[config.mk]
export PLATFORM = sky130hd
export DESIGN_NAME = gated_jk_master_slave_flop
export DESIGN_NICKNAME = d
export VERILOG_FILES = /design/src/rtl/jk_flop_pkg.sv /design/src/rtl/input_sync.sv /design/src/rtl/gated_jk_master_slave_flop.sv
export VERILOG_INCLUDE_DIRS = /design/src /design/src/rtl
export SDC_FILE = /design/constraint.sdc
export NUM_CORES = 1
export LEC_CHECK = 0
export ABC_AREA = 1
export BUFFER_PORTS_ARGS = -buffer_cell sky130_fd_sc_hd__buf_4
export CAP_MARGIN = 20
export CORE_UTILIZATION = 49
export CTS_CLUSTER_SIZE = 40
export DETAILED_ROUTE_END_ITERATION = 8
export PLACE_DENSITY_LB_ADDON = 0.15
export SYNTH_ARGS = -nofsm -noshare
export SYNTH_HDL_FRONTEND = slang
export SYNTH_SLANG_ARGS = --single-unit
[constraint.sdc]
create_clock -name sys_clk -period 1.12 [get_ports sys_clk]
set_input_delay 0.112 -clock sys_clk [delete_from_list [all_inputs] [get_ports sys_clk]]
set_output_delay 0.112 -clock sys_clk [all_outputs]
set_load 0.1 [all_outputs]
[src/rtl/jk_flop_map.svh]
// reset values and input-sync layout for the gated master-slave flop
// assumes inclusion by bare name from the flop's source files
`ifndef JK_FLOP_MAP_SVH
`define JK_FLOP_MAP_SVH

`define JKF_GATE_WIDTH 3
`define JKF_SYNC_WIDTH 9
`define JKF_POS_PULSE 8
`define JKF_POS_SET_HI 7
`define JKF_POS_SET_LO 5
`define JKF_POS_RST_HI 4
`define JKF_POS_RST_LO 2
`define JKF_POS_ASET 1
`define JKF_POS_ACLR 0
`define JKF_SYNC_RST 9'h003
`define JKF_RST_MASTER 1'h0
`define JKF_RST_SLAVE 1'h0
`define JKF_RST_Q 1'h0
`define JKF_RST_QN 1'h1
`define JKF_RST_ARMED 1'h0

`endif

[src/rtl/jk_flop_pkg.sv]
// types shared by the gated master-slave flop
// assumes nothing beyond a SystemVerilog compiler
package jk_flop_pkg;

  typedef enum logic [1:0] {
    PH_LOW = 2'h1,
    PH_HIGH = 2'h2
  } phase_t;

endpackage

[src/rtl/input_sync.sv]
// three-stage synchroniser with agreement filter for pin inputs
// assumes pins are asynchronous to sys_clk
`timescale 1ns/1ps
`default_nettype none
module input_sync #(
  parameter int WIDTH = 1,
  parameter logic [WIDTH-1:0] RST_VAL = '0
) (
  input wire logic sys_clk,
  input wire logic nrst,
  input wire logic [WIDTH-1:0] raw,
  output logic [WIDTH-1:0] stable
);

  logic [WIDTH-1:0] s1;
  logic [WIDTH-1:0] s2;
  logic [WIDTH-1:0] s3;
  logic [WIDTH-1:0] next_stable;

  // per bit: accept a change only once stages two and three agree
  genvar i;
  generate
    for (i = 0; i < WIDTH; i++)
    begin : g_bit
      always_comb
      begin
        next_stable[i] = (s2[i] == s3[i]) ? s2[i] : stable[i];
      end
    end
  endgenerate

  always_ff @(posedge sys_clk or negedge nrst)
  begin
    if (!nrst)
    begin
      s1 <= RST_VAL;
      s2 <= RST_VAL;
      s3 <= RST_VAL;
      stable <= RST_VAL;
    end
    else
    begin
      s1 <= raw;
      s2 <= s1;
      s3 <= s2;
      stable <= next_stable;
    end
  end

endmodule // input_sync
`default_nettype wire

[src/rtl/gated_jk_master_slave_flop.sv]
// gated pulse-triggered master-slave j-k flop, sampled on sys_clk
// assumes all pin inputs asynchronous; pulse clock far slower than sys_clk
//
// Overview of operation
// - Set steering is the AND of the three set gate terms, reset steering the AND of three reset terms.
// - Steering acts only after a full pulse, rising then falling; outputs never move on the rise alone.
// - While the pulse clock is low the slave is kept apart from the master.
// - On the rising pulse edge the master loads from the gated steering values.
// - While the pulse clock is high the steering inputs are ignored and the master holds.
// - On the falling pulse edge the master is copied to the slave, which drives both outputs.
// - With controls idle a full pulse holds on both-low, sets on set-only, clears on reset-only.
// - With controls idle and both steering values high each full pulse inverts both outputs.
// - Async set low forces true high and inverted low; async clear low forces the opposite.
// - Both async controls low drive both outputs high, a state not kept after release.
`timescale 1ns/1ps
`default_nettype none
`include "jk_flop_map.svh"
module gated_jk_master_slave_flop
  import jk_flop_pkg::*;
(
  input wire logic sys_clk,
  input wire logic nrst,
  input wire logic pulse_clk,
  input wire logic [`JKF_GATE_WIDTH-1:0] set_gate_term,
  input wire logic [`JKF_GATE_WIDTH-1:0] reset_gate_term,
  input wire logic async_set_n,
  input wire logic async_clear_n,
  output logic q_true,
  output logic q_inv
);

  logic [`JKF_SYNC_WIDTH-1:0] sync_out;
  logic clk_s;
  logic set_steer;
  logic reset_steer;
  logic aset_n_s;
  logic aclr_n_s;
  logic ctrl_idle;
  logic rise;
  logic fall;
  phase_t phase;
  phase_t next_phase;
  logic master;
  logic next_master;
  logic held_output_level;
  logic next_held_output_level;
  logic next_q_true;
  logic next_q_inv;
  logic clear_armed;
  logic next_clear_armed;

  // one pipeline for all pins keeps steering aligned with the pulse edge
  input_sync #(
    .WIDTH(`JKF_SYNC_WIDTH),
    .RST_VAL(`JKF_SYNC_RST)
  ) u_sync (
    .sys_clk(sys_clk),
    .nrst(nrst),
    .raw({pulse_clk, set_gate_term, reset_gate_term, async_set_n, async_clear_n}),
    .stable(sync_out)
  );

  assign clk_s = sync_out[`JKF_POS_PULSE];
  assign set_steer = &sync_out[`JKF_POS_SET_HI:`JKF_POS_SET_LO];
  assign reset_steer = &sync_out[`JKF_POS_RST_HI:`JKF_POS_RST_LO];
  assign aset_n_s = sync_out[`JKF_POS_ASET];
  assign aclr_n_s = sync_out[`JKF_POS_ACLR];
  assign ctrl_idle = aset_n_s && aclr_n_s;

  // pulse phase tracker
  always_comb
  begin
    rise = 1'b0;
    fall = 1'b0;
    unique case (phase)
      PH_LOW:
      begin
        rise = clk_s;
        next_phase = clk_s ? PH_HIGH : PH_LOW;
      end
      PH_HIGH:
      begin
        fall = !clk_s;
        next_phase = clk_s ? PH_HIGH : PH_LOW;
      end
      default:
      begin
        next_phase = PH_LOW;
      end
    endcase
  end

  // master and slave stages
  always_comb
  begin
    next_master = master;
    next_held_output_level = held_output_level;
    if (!aset_n_s || !aclr_n_s)
    begin
      // async controls win over any pulse activity
      next_master = !aset_n_s;
      next_held_output_level = !aset_n_s;
    end
    else
    begin
      if (rise)
      begin
        unique case ({set_steer, reset_steer})
          2'h0: next_master = held_output_level;
          2'h1: next_master = 1'b0;
          2'h2: next_master = 1'b1;
          2'h3: next_master = !held_output_level;
        endcase
      end
      if (fall)
      begin
        next_held_output_level = master;
      end
    end
  end

  // outputs registered from the next slave value, both forced high while both async controls are low
  always_comb
  begin
    if (!aset_n_s && !aclr_n_s)
    begin
      next_q_true = 1'b1;
      next_q_inv = 1'b1;
    end
    else
    begin
      next_q_true = next_held_output_level;
      next_q_inv = !next_held_output_level;
    end
  end

  always_ff @(posedge sys_clk or negedge nrst)
  begin
    if (!nrst)
    begin
      phase <= PH_LOW;
      master <= `JKF_RST_MASTER;
      held_output_level <= `JKF_RST_SLAVE;
      q_true <= `JKF_RST_Q;
      q_inv <= `JKF_RST_QN;
    end
    else
    begin
      phase <= next_phase;
      master <= next_master;
      held_output_level <= next_held_output_level;
      q_true <= next_q_true;
      q_inv <= next_q_inv;
    end
  end

  // checker helper: a clear loaded on the rise and still pending at the fall
  // pulse width is free, so a fixed-length sequence would never match
  always_comb
  begin
    next_clear_armed = clear_armed;
    if (!ctrl_idle || fall)
    begin
      next_clear_armed = 1'h0;
    end
    if (rise && ctrl_idle && !set_steer && reset_steer)
    begin
      next_clear_armed = 1'h1;
    end
  end

  always_ff @(posedge sys_clk or negedge nrst)
  begin
    if (!nrst)
    begin
      clear_armed <= `JKF_RST_ARMED;
    end
    else
    begin
      clear_armed <= next_clear_armed;
    end
  end

  // master stays put at a rise with neither gate AND complete, so a partial gate is simply a hold
  a_gate_and_hold: assert property (@(posedge sys_clk) disable iff (!nrst)
    (rise && ctrl_idle && !(&sync_out[`JKF_POS_SET_HI:`JKF_POS_SET_LO])
      && !(&sync_out[`JKF_POS_RST_HI:`JKF_POS_RST_LO])) |=> master == $past(held_output_level))
    else $error("gated terms not ANDed into steering");

  a_rise_no_out: assert property (@(posedge sys_clk) disable iff (!nrst)
    (rise && ctrl_idle ##1 ctrl_idle) |-> q_true == $past(q_true) && q_inv == $past(q_inv))
    else $error("output moved on rising pulse edge");

  a_low_isolated: assert property (@(posedge sys_clk) disable iff (!nrst)
    (!fall && ctrl_idle) |=> held_output_level == $past(held_output_level))
    else $error("slave changed without falling edge");

  a_rise_load_set: assert property (@(posedge sys_clk) disable iff (!nrst)
    (rise && ctrl_idle && set_steer && !reset_steer) |=> master)
    else $error("master not set on rising edge");

  a_high_ignore: assert property (@(posedge sys_clk) disable iff (!nrst)
    (phase == PH_HIGH && clk_s && ctrl_idle) |=> $stable(master))
    else $error("master changed while pulse high");

  a_fall_copy: assert property (@(posedge sys_clk) disable iff (!nrst)
    (fall && ctrl_idle && aset_n_s) |=> q_true == $past(master) && q_inv == !$past(master))
    else $error("slave not loaded from master on falling edge");

  a_full_pulse_clear: assert property (@(posedge sys_clk) disable iff (!nrst)
    (fall && ctrl_idle && clear_armed) |=> !q_true && q_inv)
    else $error("full pulse with reset steering did not clear");

  a_toggle: assert property (@(posedge sys_clk) disable iff (!nrst)
    (rise && ctrl_idle && set_steer && reset_steer) |=> master != $past(held_output_level))
    else $error("master did not toggle");

  a_async_set: assert property (@(posedge sys_clk) disable iff (!nrst)
    (!aset_n_s && aclr_n_s) |=> q_true && !q_inv)
    else $error("async set did not force outputs");

  a_async_clear: assert property (@(posedge sys_clk) disable iff (!nrst)
    (aset_n_s && !aclr_n_s) |=> !q_true && q_inv)
    else $error("async clear did not force outputs");

  a_both_high: assert property (@(posedge sys_clk) disable iff (!nrst)
    (!aset_n_s && !aclr_n_s) |=> q_true && q_inv)
    else $error("both controls low without both outputs high");

  a_complement: assert property (@(posedge sys_clk) disable iff (!nrst)
    !$past(!aset_n_s && !aclr_n_s) |-> q_inv == !q_true)
    else $error("inverted output not complement of true output");

endmodule // gated_jk_master_slave_flop
`default_nettype wire

Word-level counts from Yosys, hierarchy flattened:

Cells that the tools add are included.
Widths: inputs -> output; s select.

* bits in read-only memories: 0
* bits in registers: 42
* word-level logic and storage cells: 54
* memories: 0
* bits in writable memories: 0
* output and inout port bits: 2
* bits of input ports: 11
* latch bits: 0

* magnitude comparators: 0
* $mul: 0
* divide/modulo/power cells: 0
* mux-type cells: 11
* eq/ne operators: 14
* reductions and logical operators: 12
* add/sub/neg operators: 0
* bitwise operators: 0
* shifts and indexed selects: 0

Operators by type and width (number)
* $eq 1x1->1: 9
* $mux 1: 8
* $eq 2x2->1 const B: 3
* $reduce_and 3->1: 2
* $logic_not 1->1: 5
* $eq 2x1->1 const B: 2
* $mux 2: 2
* $pmux 1 s4: 1
* $logic_not 2->1: 1
* $reduce_bool 2->1: 1
* $reduce_or 2->1: 1
* $logic_and 1x1->1: 1
* $logic_or 1x1->1: 1

Logic depth before layout (Yosys ltp):

Gate-level depths: netlist (run 1).

* word-level depth: 6
* mapped depth: 7
* gate-level depth less buffers: 7

Cells and area by module:

A second synthesis (run 1) with hierarchy kept.

* cells, all modules: 106
* area, all modules: 1355.0 um^2

By module, submodules not included
* input_sync: area each 1057.3 um^2, cells each 72, sequential area each 910.9 um^2, instances 1
* gated_jk_master_slave_flop: area each 297.8 um^2, cells each 34, sequential area each 152.6 um^2, instances 1

Worst setup path before layout (run 1):

Ideal clock, no wire load.

* path type: register -> register
* from: register phase[0]
* to: register q_inv
* period minus slack after synthesis: 1104 ps
* library setup time: 79 ps
* arrival time: 1025 ps
* path slack: 16 ps
* cell stages (with the launch flop): 7
* path buffers: 0
* required time: 1041 ps
* cells stage by stage: dfstp_2 -> inv_1 -> ha_1 -> nand2_2 -> nor2_1 -> o21ai_2 -> nand2_1

* word-level cells in the longest chain between the ends: 6

RTL lines
* from (decl): RTL line gated_jk_master_slave_flop.sv:41 `phase_t phase;`
* from (signal assigned): RTL line gated_jk_master_slave_flop.sv:149 `phase <= next_phase;`
* $eq 2x2->1: RTL line gated_jk_master_slave_flop.sv:75 `unique case (phase)`
* $mux 1: RTL line gated_jk_master_slave_flop.sv:75
* $mux 1: RTL line gated_jk_master_slave_flop.sv:115 `if (fall)`
* $mux 1: RTL line gated_jk_master_slave_flop.sv:98 `if (!aset_n_s || !aclr_n_s)`
* via next_held_output_level: RTL line gated_jk_master_slave_flop.sv:46 `logic next_held_output_level;`
* $logic_not 1->1: RTL line gated_jk_master_slave_flop.sv:133 `next_q_inv = !next_held_output_level;`
* $mux 1: RTL line gated_jk_master_slave_flop.sv:125 `if (!aset_n_s && !aclr_n_s)`
* via next_q_inv: RTL line gated_jk_master_slave_flop.sv:48 `logic next_q_inv;`
* to (signal assigned): RTL line gated_jk_master_slave_flop.sv:145 `` q_inv <= `JKF_RST_QN; ``
* to (signal assigned): RTL line gated_jk_master_slave_flop.sv:153 `q_inv <= next_q_inv;`
* to (decl): RTL line gated_jk_master_slave_flop.sv:29 `output logic q_inv`

The timed path passes the listed nets, and every way through them passes these cells.
A chain may end at the register's enable or synchronous reset.

Worst setup path after layout (run 1):

* from: register q_inv
* to: output port q_inv

No word-level cell between the ends.

==> summary.txt, run 1 <==
Outcome
  • Outcome: finished, violations left
  • Failing checks: negative setup slack

Clocking
  • CTS buffer count: 5
  • Worst-path clk slew: 0.11 ns
  • Root Driver: clkbuf_4
  • Insertion delay to the later sink of the worst-skew pair: 0.33 ns
  • Clk sinks: 42
  • CTS tree: built
  • Longest Clk Path Bufs: 2
  • H-tree depth: 2

Cells and area
  • ANT cells: 0
  • Area delta synth->final: 27.32%
  • Post-route insts no fill: 139
  • Final Util: 66.62%
  • Commonest cells after routing, fill and taps aside: dfrtp_1 (32), buf_4 (11), dlygate4sd3_1 (10), dfstp_2 (10), maj3_1 (9)
  • Layout cell share with drive strength beyond 1: 38.53%
  • Net count, final: 121
  • Post-Layout Inst Area: 1650 µm²
  • Commonest non-fill, non-tap cell in the layout: dfrtp_1
  • Fillers: 192

Synth
  • Flip-flop and latch count after synthesis: 42
  • Avg Cell Area, Syn: 16.41 µm²
  • Seq/Total Area, Yosys: 82.05%
  • Yosys warns: 0
  • Syn nets: 92
  • Post-synthesis cell type count: 14
  • Syn Std Cell Area: 1296 µm²
  • Post-Synthesis Cells: 79

STA
  • Final Setup Violations: 4
  • Crit share post-route: 104.7%
  • Setup_tns: -0.08527 ns
  • Relative slew slack: 67.57%
  • Fmax: 852.7 MHz
  • Pins Over Slew Limit: 0
  • Worst slew pin tran: 0.4865 ns
  • Clock Skew: 0.006244 ns
  • Post-layout min period: 1.173 ns
  • Smallest hold slack: 0.2768 ns
  • Final Hold Violating Endpoints: 0
  • RSZ-0062 raised after global routing: yes
  • Setup ws final: -0.05271 ns

Die
  • Die Wd: 53.44 µm
  • Initial cell density of the core: 52.32%
  • Die area: 2855 µm²
  • Core area: 2477 µm²
  • Ports: 13
  • Row count: 18
  • Die height: 53.44 µm

Worst setup path
  • CP startpoint kind: register
  • Family with the most delay on the worst path: flip-flops
  • Crit end category: output pin
  • Worst path bufs/invs: 1
  • CP required: 1.01 ns
  • Critical path arrival: 1.06 ns
  • Slowest CP cell: dfstp_2
  • Critical-path maximum fanout: 1
  • Critical path type: reg2out
  • Critical-path cell list: buf_12
  • Worst path max stage delay: 0.56 ns

Detailed routing
  • Via count: 664
  • Routed wire per std cell: 11.87 µm
  • DR vias/cell: 4.777
  • Post-Route WL: 1.650 mm
  • First-pass iteration count of the detailed router: 5
  • Post-DRT Antenna Nets: 0
  • DRT iter0 DRCs: 2
  • DRC: 0

Placed design
  • Routability Congestion: 0.6869
  • Area after DPL: 1424 µm²
  • Port bufs: 12
  • Dpl cells: 121
  • Final HPWL DP: 1.024 mm

Global routing
  • Largest net degree at the start of global routing: 43
  • First-pass GRT wire length: 2.780 mm
  • Vias in the first global route: 707
  • Gr ovfl total: 0
  • GRT Total Usage: 15.37%
  • Initial antenna violation count: 0

Flow run
  • Max Cap Viol: 0

Power and ir drop
  • PD cells: 1825 nW/µm²
  • Peak supply drop: 0.001183 V
  • Leakage: 0.7400 nW

Worst hold path
  • Class of the worst hold path: in2async
==> metrics by stage <==
stage / power [mW] / worst slack [ns]
detailed placement: 2.128 / -0.05001
global placement: 2.098 / -0.0006135
CTS: 2.965 / -0.07869
global route: 3.179 / -0.1048
floorplan: 2.002 / 0.01587
finish: 3.012 / -0.05271
==> flip-flops by register name, summed over array words and instances, names as in the netlist <==
name	flops
held_output_level	1
master	1
phase	2
q_inv	1
q_true	1
u_sync.s1	9
u_sync.s2	9
u_sync.s3	9
u_sync.stable	9
==> timing repair <==
action,in CTS,in global routing
pin swaps,2,3
buffers inserted,0,0
endpoints found under the hold margin,41,0
setup endpoints to repair,5,5
hold buffers,10,0
resized for setup,10,8
==> where the power goes <==
part	switching, mW	total, mW	internal [mW]	leakage, nW
clock network	0.423	0.727	0.305	0.0353
registers	0.104	1.79	1.69	0.476
logic	0.267	0.492	0.225	0.229
==> kinds of logic after synthesis <==
logic type / after synthesis / synth area share, %
AO/OA/AOI/OAI: 4 / 2.027
adder cells (fa/ha/maj): 11 / 8.880
buffers and inverters: 7 / 2.027
flip-flops: 42 / 82.05
AND/OR/NAND/NOR: 15 / 5.019
==> area by class of cell <==
| type | count | area [µm²] | area share, % |
|---|---|---|---|
| flip-flops and latches | 42 | 1064 | 64.44 |
| clock buffers | 7 | 55.05 | 3.336 |
| well taps | 30 | 37.54 | 2.274 |
| inverters | 7 | 26.28 | 1.592 |
| clock inverters | 1 | 5.005 | 0.3033 |
| multi-input cells | 30 | 260.3 | 15.77 |
| repair buffers | 22 | 202.7 | 12.28 |
==> cell usage after synthesis <==
cell	number	area, µm²
maj3_1	9	90.09
inv_1	6	22.52
a21boi_0	1	7.510
nand2_2	2	12.51
a21oi_1	1	5.000
o21ai_2	1	8.760
dfrtp_1	32	800.8
o21ai_0	1	5.000
nand3_1	3	15.01
nor2_1	3	11.26
inv_2	1	3.750
ha_1	2	25.02
dfstp_2	10	262.8
nand2_1	7	26.28
==> worst paths after layout <==
path / start / endpoint / slack [ns] / cells after the start
max in group asynchronous: nrst / u_sync.s2[1]$_DFF_PN1_ / 0.47 / 2
min in group sys_clk: u_sync.s1[4]$_DFF_PN0_ / u_sync.s2[4]$_DFF_PN0_ / 0.36 / 0
min: nrst / u_sync.stable[3]$_DFFE_PN0N_ / 0.28 / 2
max: q_inv$_DFF_PN1_ / q_inv / -0.05 / 1
min reg2reg: u_sync.s1[4]$_DFF_PN0_ / u_sync.s2[4]$_DFF_PN0_ / 0.36 / 0
max reg2reg: phase[0]$_DFF_PN1_ / q_inv$_DFF_PN1_ / -0.02 / 7
==> per-layer routing <==
layer | wire, µm | global-route usage, % | vias up
li1 | - | - | 311
met1 | 662 | 13.37 | 334
met2 | 896 | 27.29 | 17
met3 | 76 | 8.621 | 2
met4 | 14 | 7.895 | 0
met5 | 0 | 0 | -
Note: power is estimated with default switching activity, not from simulation.
==> run 2, diff against run 1 <==
Settings changed: CORE_UTILIZATION 49 to 59, PLACE_DENSITY set to 0.77, PLACE_DENSITY_LB_ADDON 0.15 to unset.
Clock period 1.12 ns to 1.4 ns, I/O delays scaled along.
==> run 2 against run 1 <==
- the run now ends clean
- routed wire length is 9.8% lower
- die area is 16% lower
- register-to-register slack better by 0.25 ns
- flip-flop and latch count stayed put
- critical path depth stayed put
==> summary.txt, run 2 (synthesis results as in run 1) <==
Outcome
  • Outcome: finished clean

Detailed routing
  • Post-Route WL: 1.489 mm
  • DRC: 0
  • Routed wire per std cell: 10.95 µm
  • DRT iter0 DRCs: 3
  • First-pass iteration count of the detailed router: 2
  • Via count: 656
  • DR vias/cell: 4.824
  • Post-DRT Antenna Nets: 0

Cells and area
  • ANT cells: 0
  • Final Util: 78.16%
  • Commonest non-fill, non-tap cell in the layout: dfrtp_1
  • Net count, final: 121
  • Fillers: 106
  • Area delta synth->final: 21.91%
  • Commonest cells after routing, fill and taps aside: dfrtp_1 (32), buf_4 (12), dlygate4sd3_1 (10), dfstp_2 (10), maj3_1 (9)
  • Layout cell share with drive strength beyond 1: 30.28%

Clocking
  • H-tree depth: 2
  • Worst-path clk slew: 0.11 ns
  • Longest Clk Path Bufs: 2
  • Insertion delay to the later sink of the worst-skew pair: 0.33 ns
  • Clk sinks: 42
  • Root Driver: clkbuf_4
  • CTS tree: built
  • Cts repair resizes: 0
  • CTS buffer count: 5

Global routing
  • Initial antenna violation count: 0
  • GRT Total Usage: 16.34%
  • Largest net degree at the start of global routing: 43
  • Gr ovfl total: 0
  • Vias in the first global route: 658
  • First-pass GRT wire length: 2.704 mm

Placed design
  • Port bufs: 12
  • Final HPWL DP: 989.2 µm
  • Routability Congestion: 0.7442

Power and ir drop
  • Switch share: 24.92%
  • Gate power share: 12.4%
  • Peak supply drop: 0.001084 V
  • Int Pwr: 1.707 mW
  • Reg power frac: 62.1%
  • PD cells: 1439 nW/µm²
  • Clock share of power: 25.5%
  • Leakage: 0.7213 nW
  • Switching pwr: 566.7 µW

Worst setup path
  • Critical-path maximum fanout: 1
  • Worst path bufs/invs: 1
  • Critical-path cell list: buf_4
  • Worst path max stage delay: 0.53 ns
  • Family with the most delay on the worst path: flip-flops
  • Slowest CP cell: dfstp_2
  • CP startpoint kind: register
  • Crit end category: output pin
  • CP required: 1.26 ns
  • Critical path type: reg2out
  • Critical path arrival: 1.14 ns

STA
  • Post-layout min period: 1.278 ns
  • Clock Skew: 0.006308 ns
  • Final Hold Violating Endpoints: 0
  • Fmax: 782.7 MHz
  • Relative slew slack: 68.28%
  • Pins Over Slew Limit: 0
  • Final Setup Violations: 0
  • RSZ-0062 raised after global routing: no
  • Worst slew pin tran: 0.4758 ns
  • Setup_tns: 0 ns
  • Crit share post-route: 91.26%

Die
  • Die height: 48.87 µm
  • Initial cell density of the core: 64.11%
  • Row count: 16
  • Die area: 2388 µm²
  • Ports: 13
  • Die Wd: 48.87 µm
  • Core area: 2022 µm²

Worst hold path
  • Class of the worst hold path: in2async

Flow run
  • Max Cap Viol: 0
==> run 2: cell count changes in the layout (fill, tap and decap cells not counted), moves of 2 or more <==
cell / delta
ha_1: +2
ha_4: -2
nand2_1: +2
nand2_4: -2
nor2_1: +2
nor2_2: -2
==> run 2: final timing paths <==
path                       slack [ns]  cells past startpoint              startpoint                endpoint
setup / recovery                 0.12                      1         q_inv$_DFF_PN1_                   q_inv
min in group sys_clk             0.36                      0  u_sync.s1[4]$_DFF_PN0_  u_sync.s2[4]$_DFF_PN0_
setup reg to reg                 0.23                      6      phase[0]$_DFF_PN1_         q_inv$_DFF_PN1_
hold / removal                   0.31                      2                    nrst  u_sync.s1[4]$_DFF_PN0_
max in group asynchronous        0.74                      2                    nrst         q_inv$_DFF_PN1_
hold reg to reg                  0.36                      0  u_sync.s1[4]$_DFF_PN0_  u_sync.s2[4]$_DFF_PN0_
==> run 2: layer usage <==
metal	global-route usage, %	part of all wire [%]	up-vias
met3	6.542	4.0	7
met5	0	0	-
li1	-	-	310
met2	25.00	47	16
met1	18.65	45	323
met4	11.76	3.2	0
==> run 2: power groups by stage <==
stage	clock (mW)	sequential, mW	combinational [mW]
after floorplan	0	1.48	0.120
after global routing	0.648	1.43	0.318
final	0.580	1.41	0.282
after detailed placement	0	1.44	0.263
after global placement	0	1.43	0.250
after CTS	0.609	1.41	0.288
==> run 2: cell type report <==
type	count	area, µm²	area share [%]
clock buffers	7	55.05	3.484
clock inverters	1	5.005	0.3167
inverters	7	26.28	1.663
multi-input cells	30	206.4	13.06
flip-flops and latches	42	1064	67.30
well taps	27	33.78	2.138
repair buffers	22	190.2	12.03
==> run 2: what timing repair did <==
item                       CTS  global route
hold buffers                10             0
hold endpoints to repair    41             0
buffers inserted             0             0
setup endpoints to repair    0             0
==> run 2: per-stage QoR <==
stage                     hold WS (ns)  setup WS [ns]  instance area [µm²]  std cells  total power [mW]
after floorplan                -0.1556         0.2959                 1296         79             1.602
after global placement          0.1278         0.2833                 1420        118             1.677
after detailed placement        0.1363         0.2271                 1420        118             1.702
after CTS                       0.3055        0.09665                 1580        136             2.312
after global routing            0.3291        0.08310                 1580        136             2.393
final                           0.3069         0.1224                 1580        136             2.274
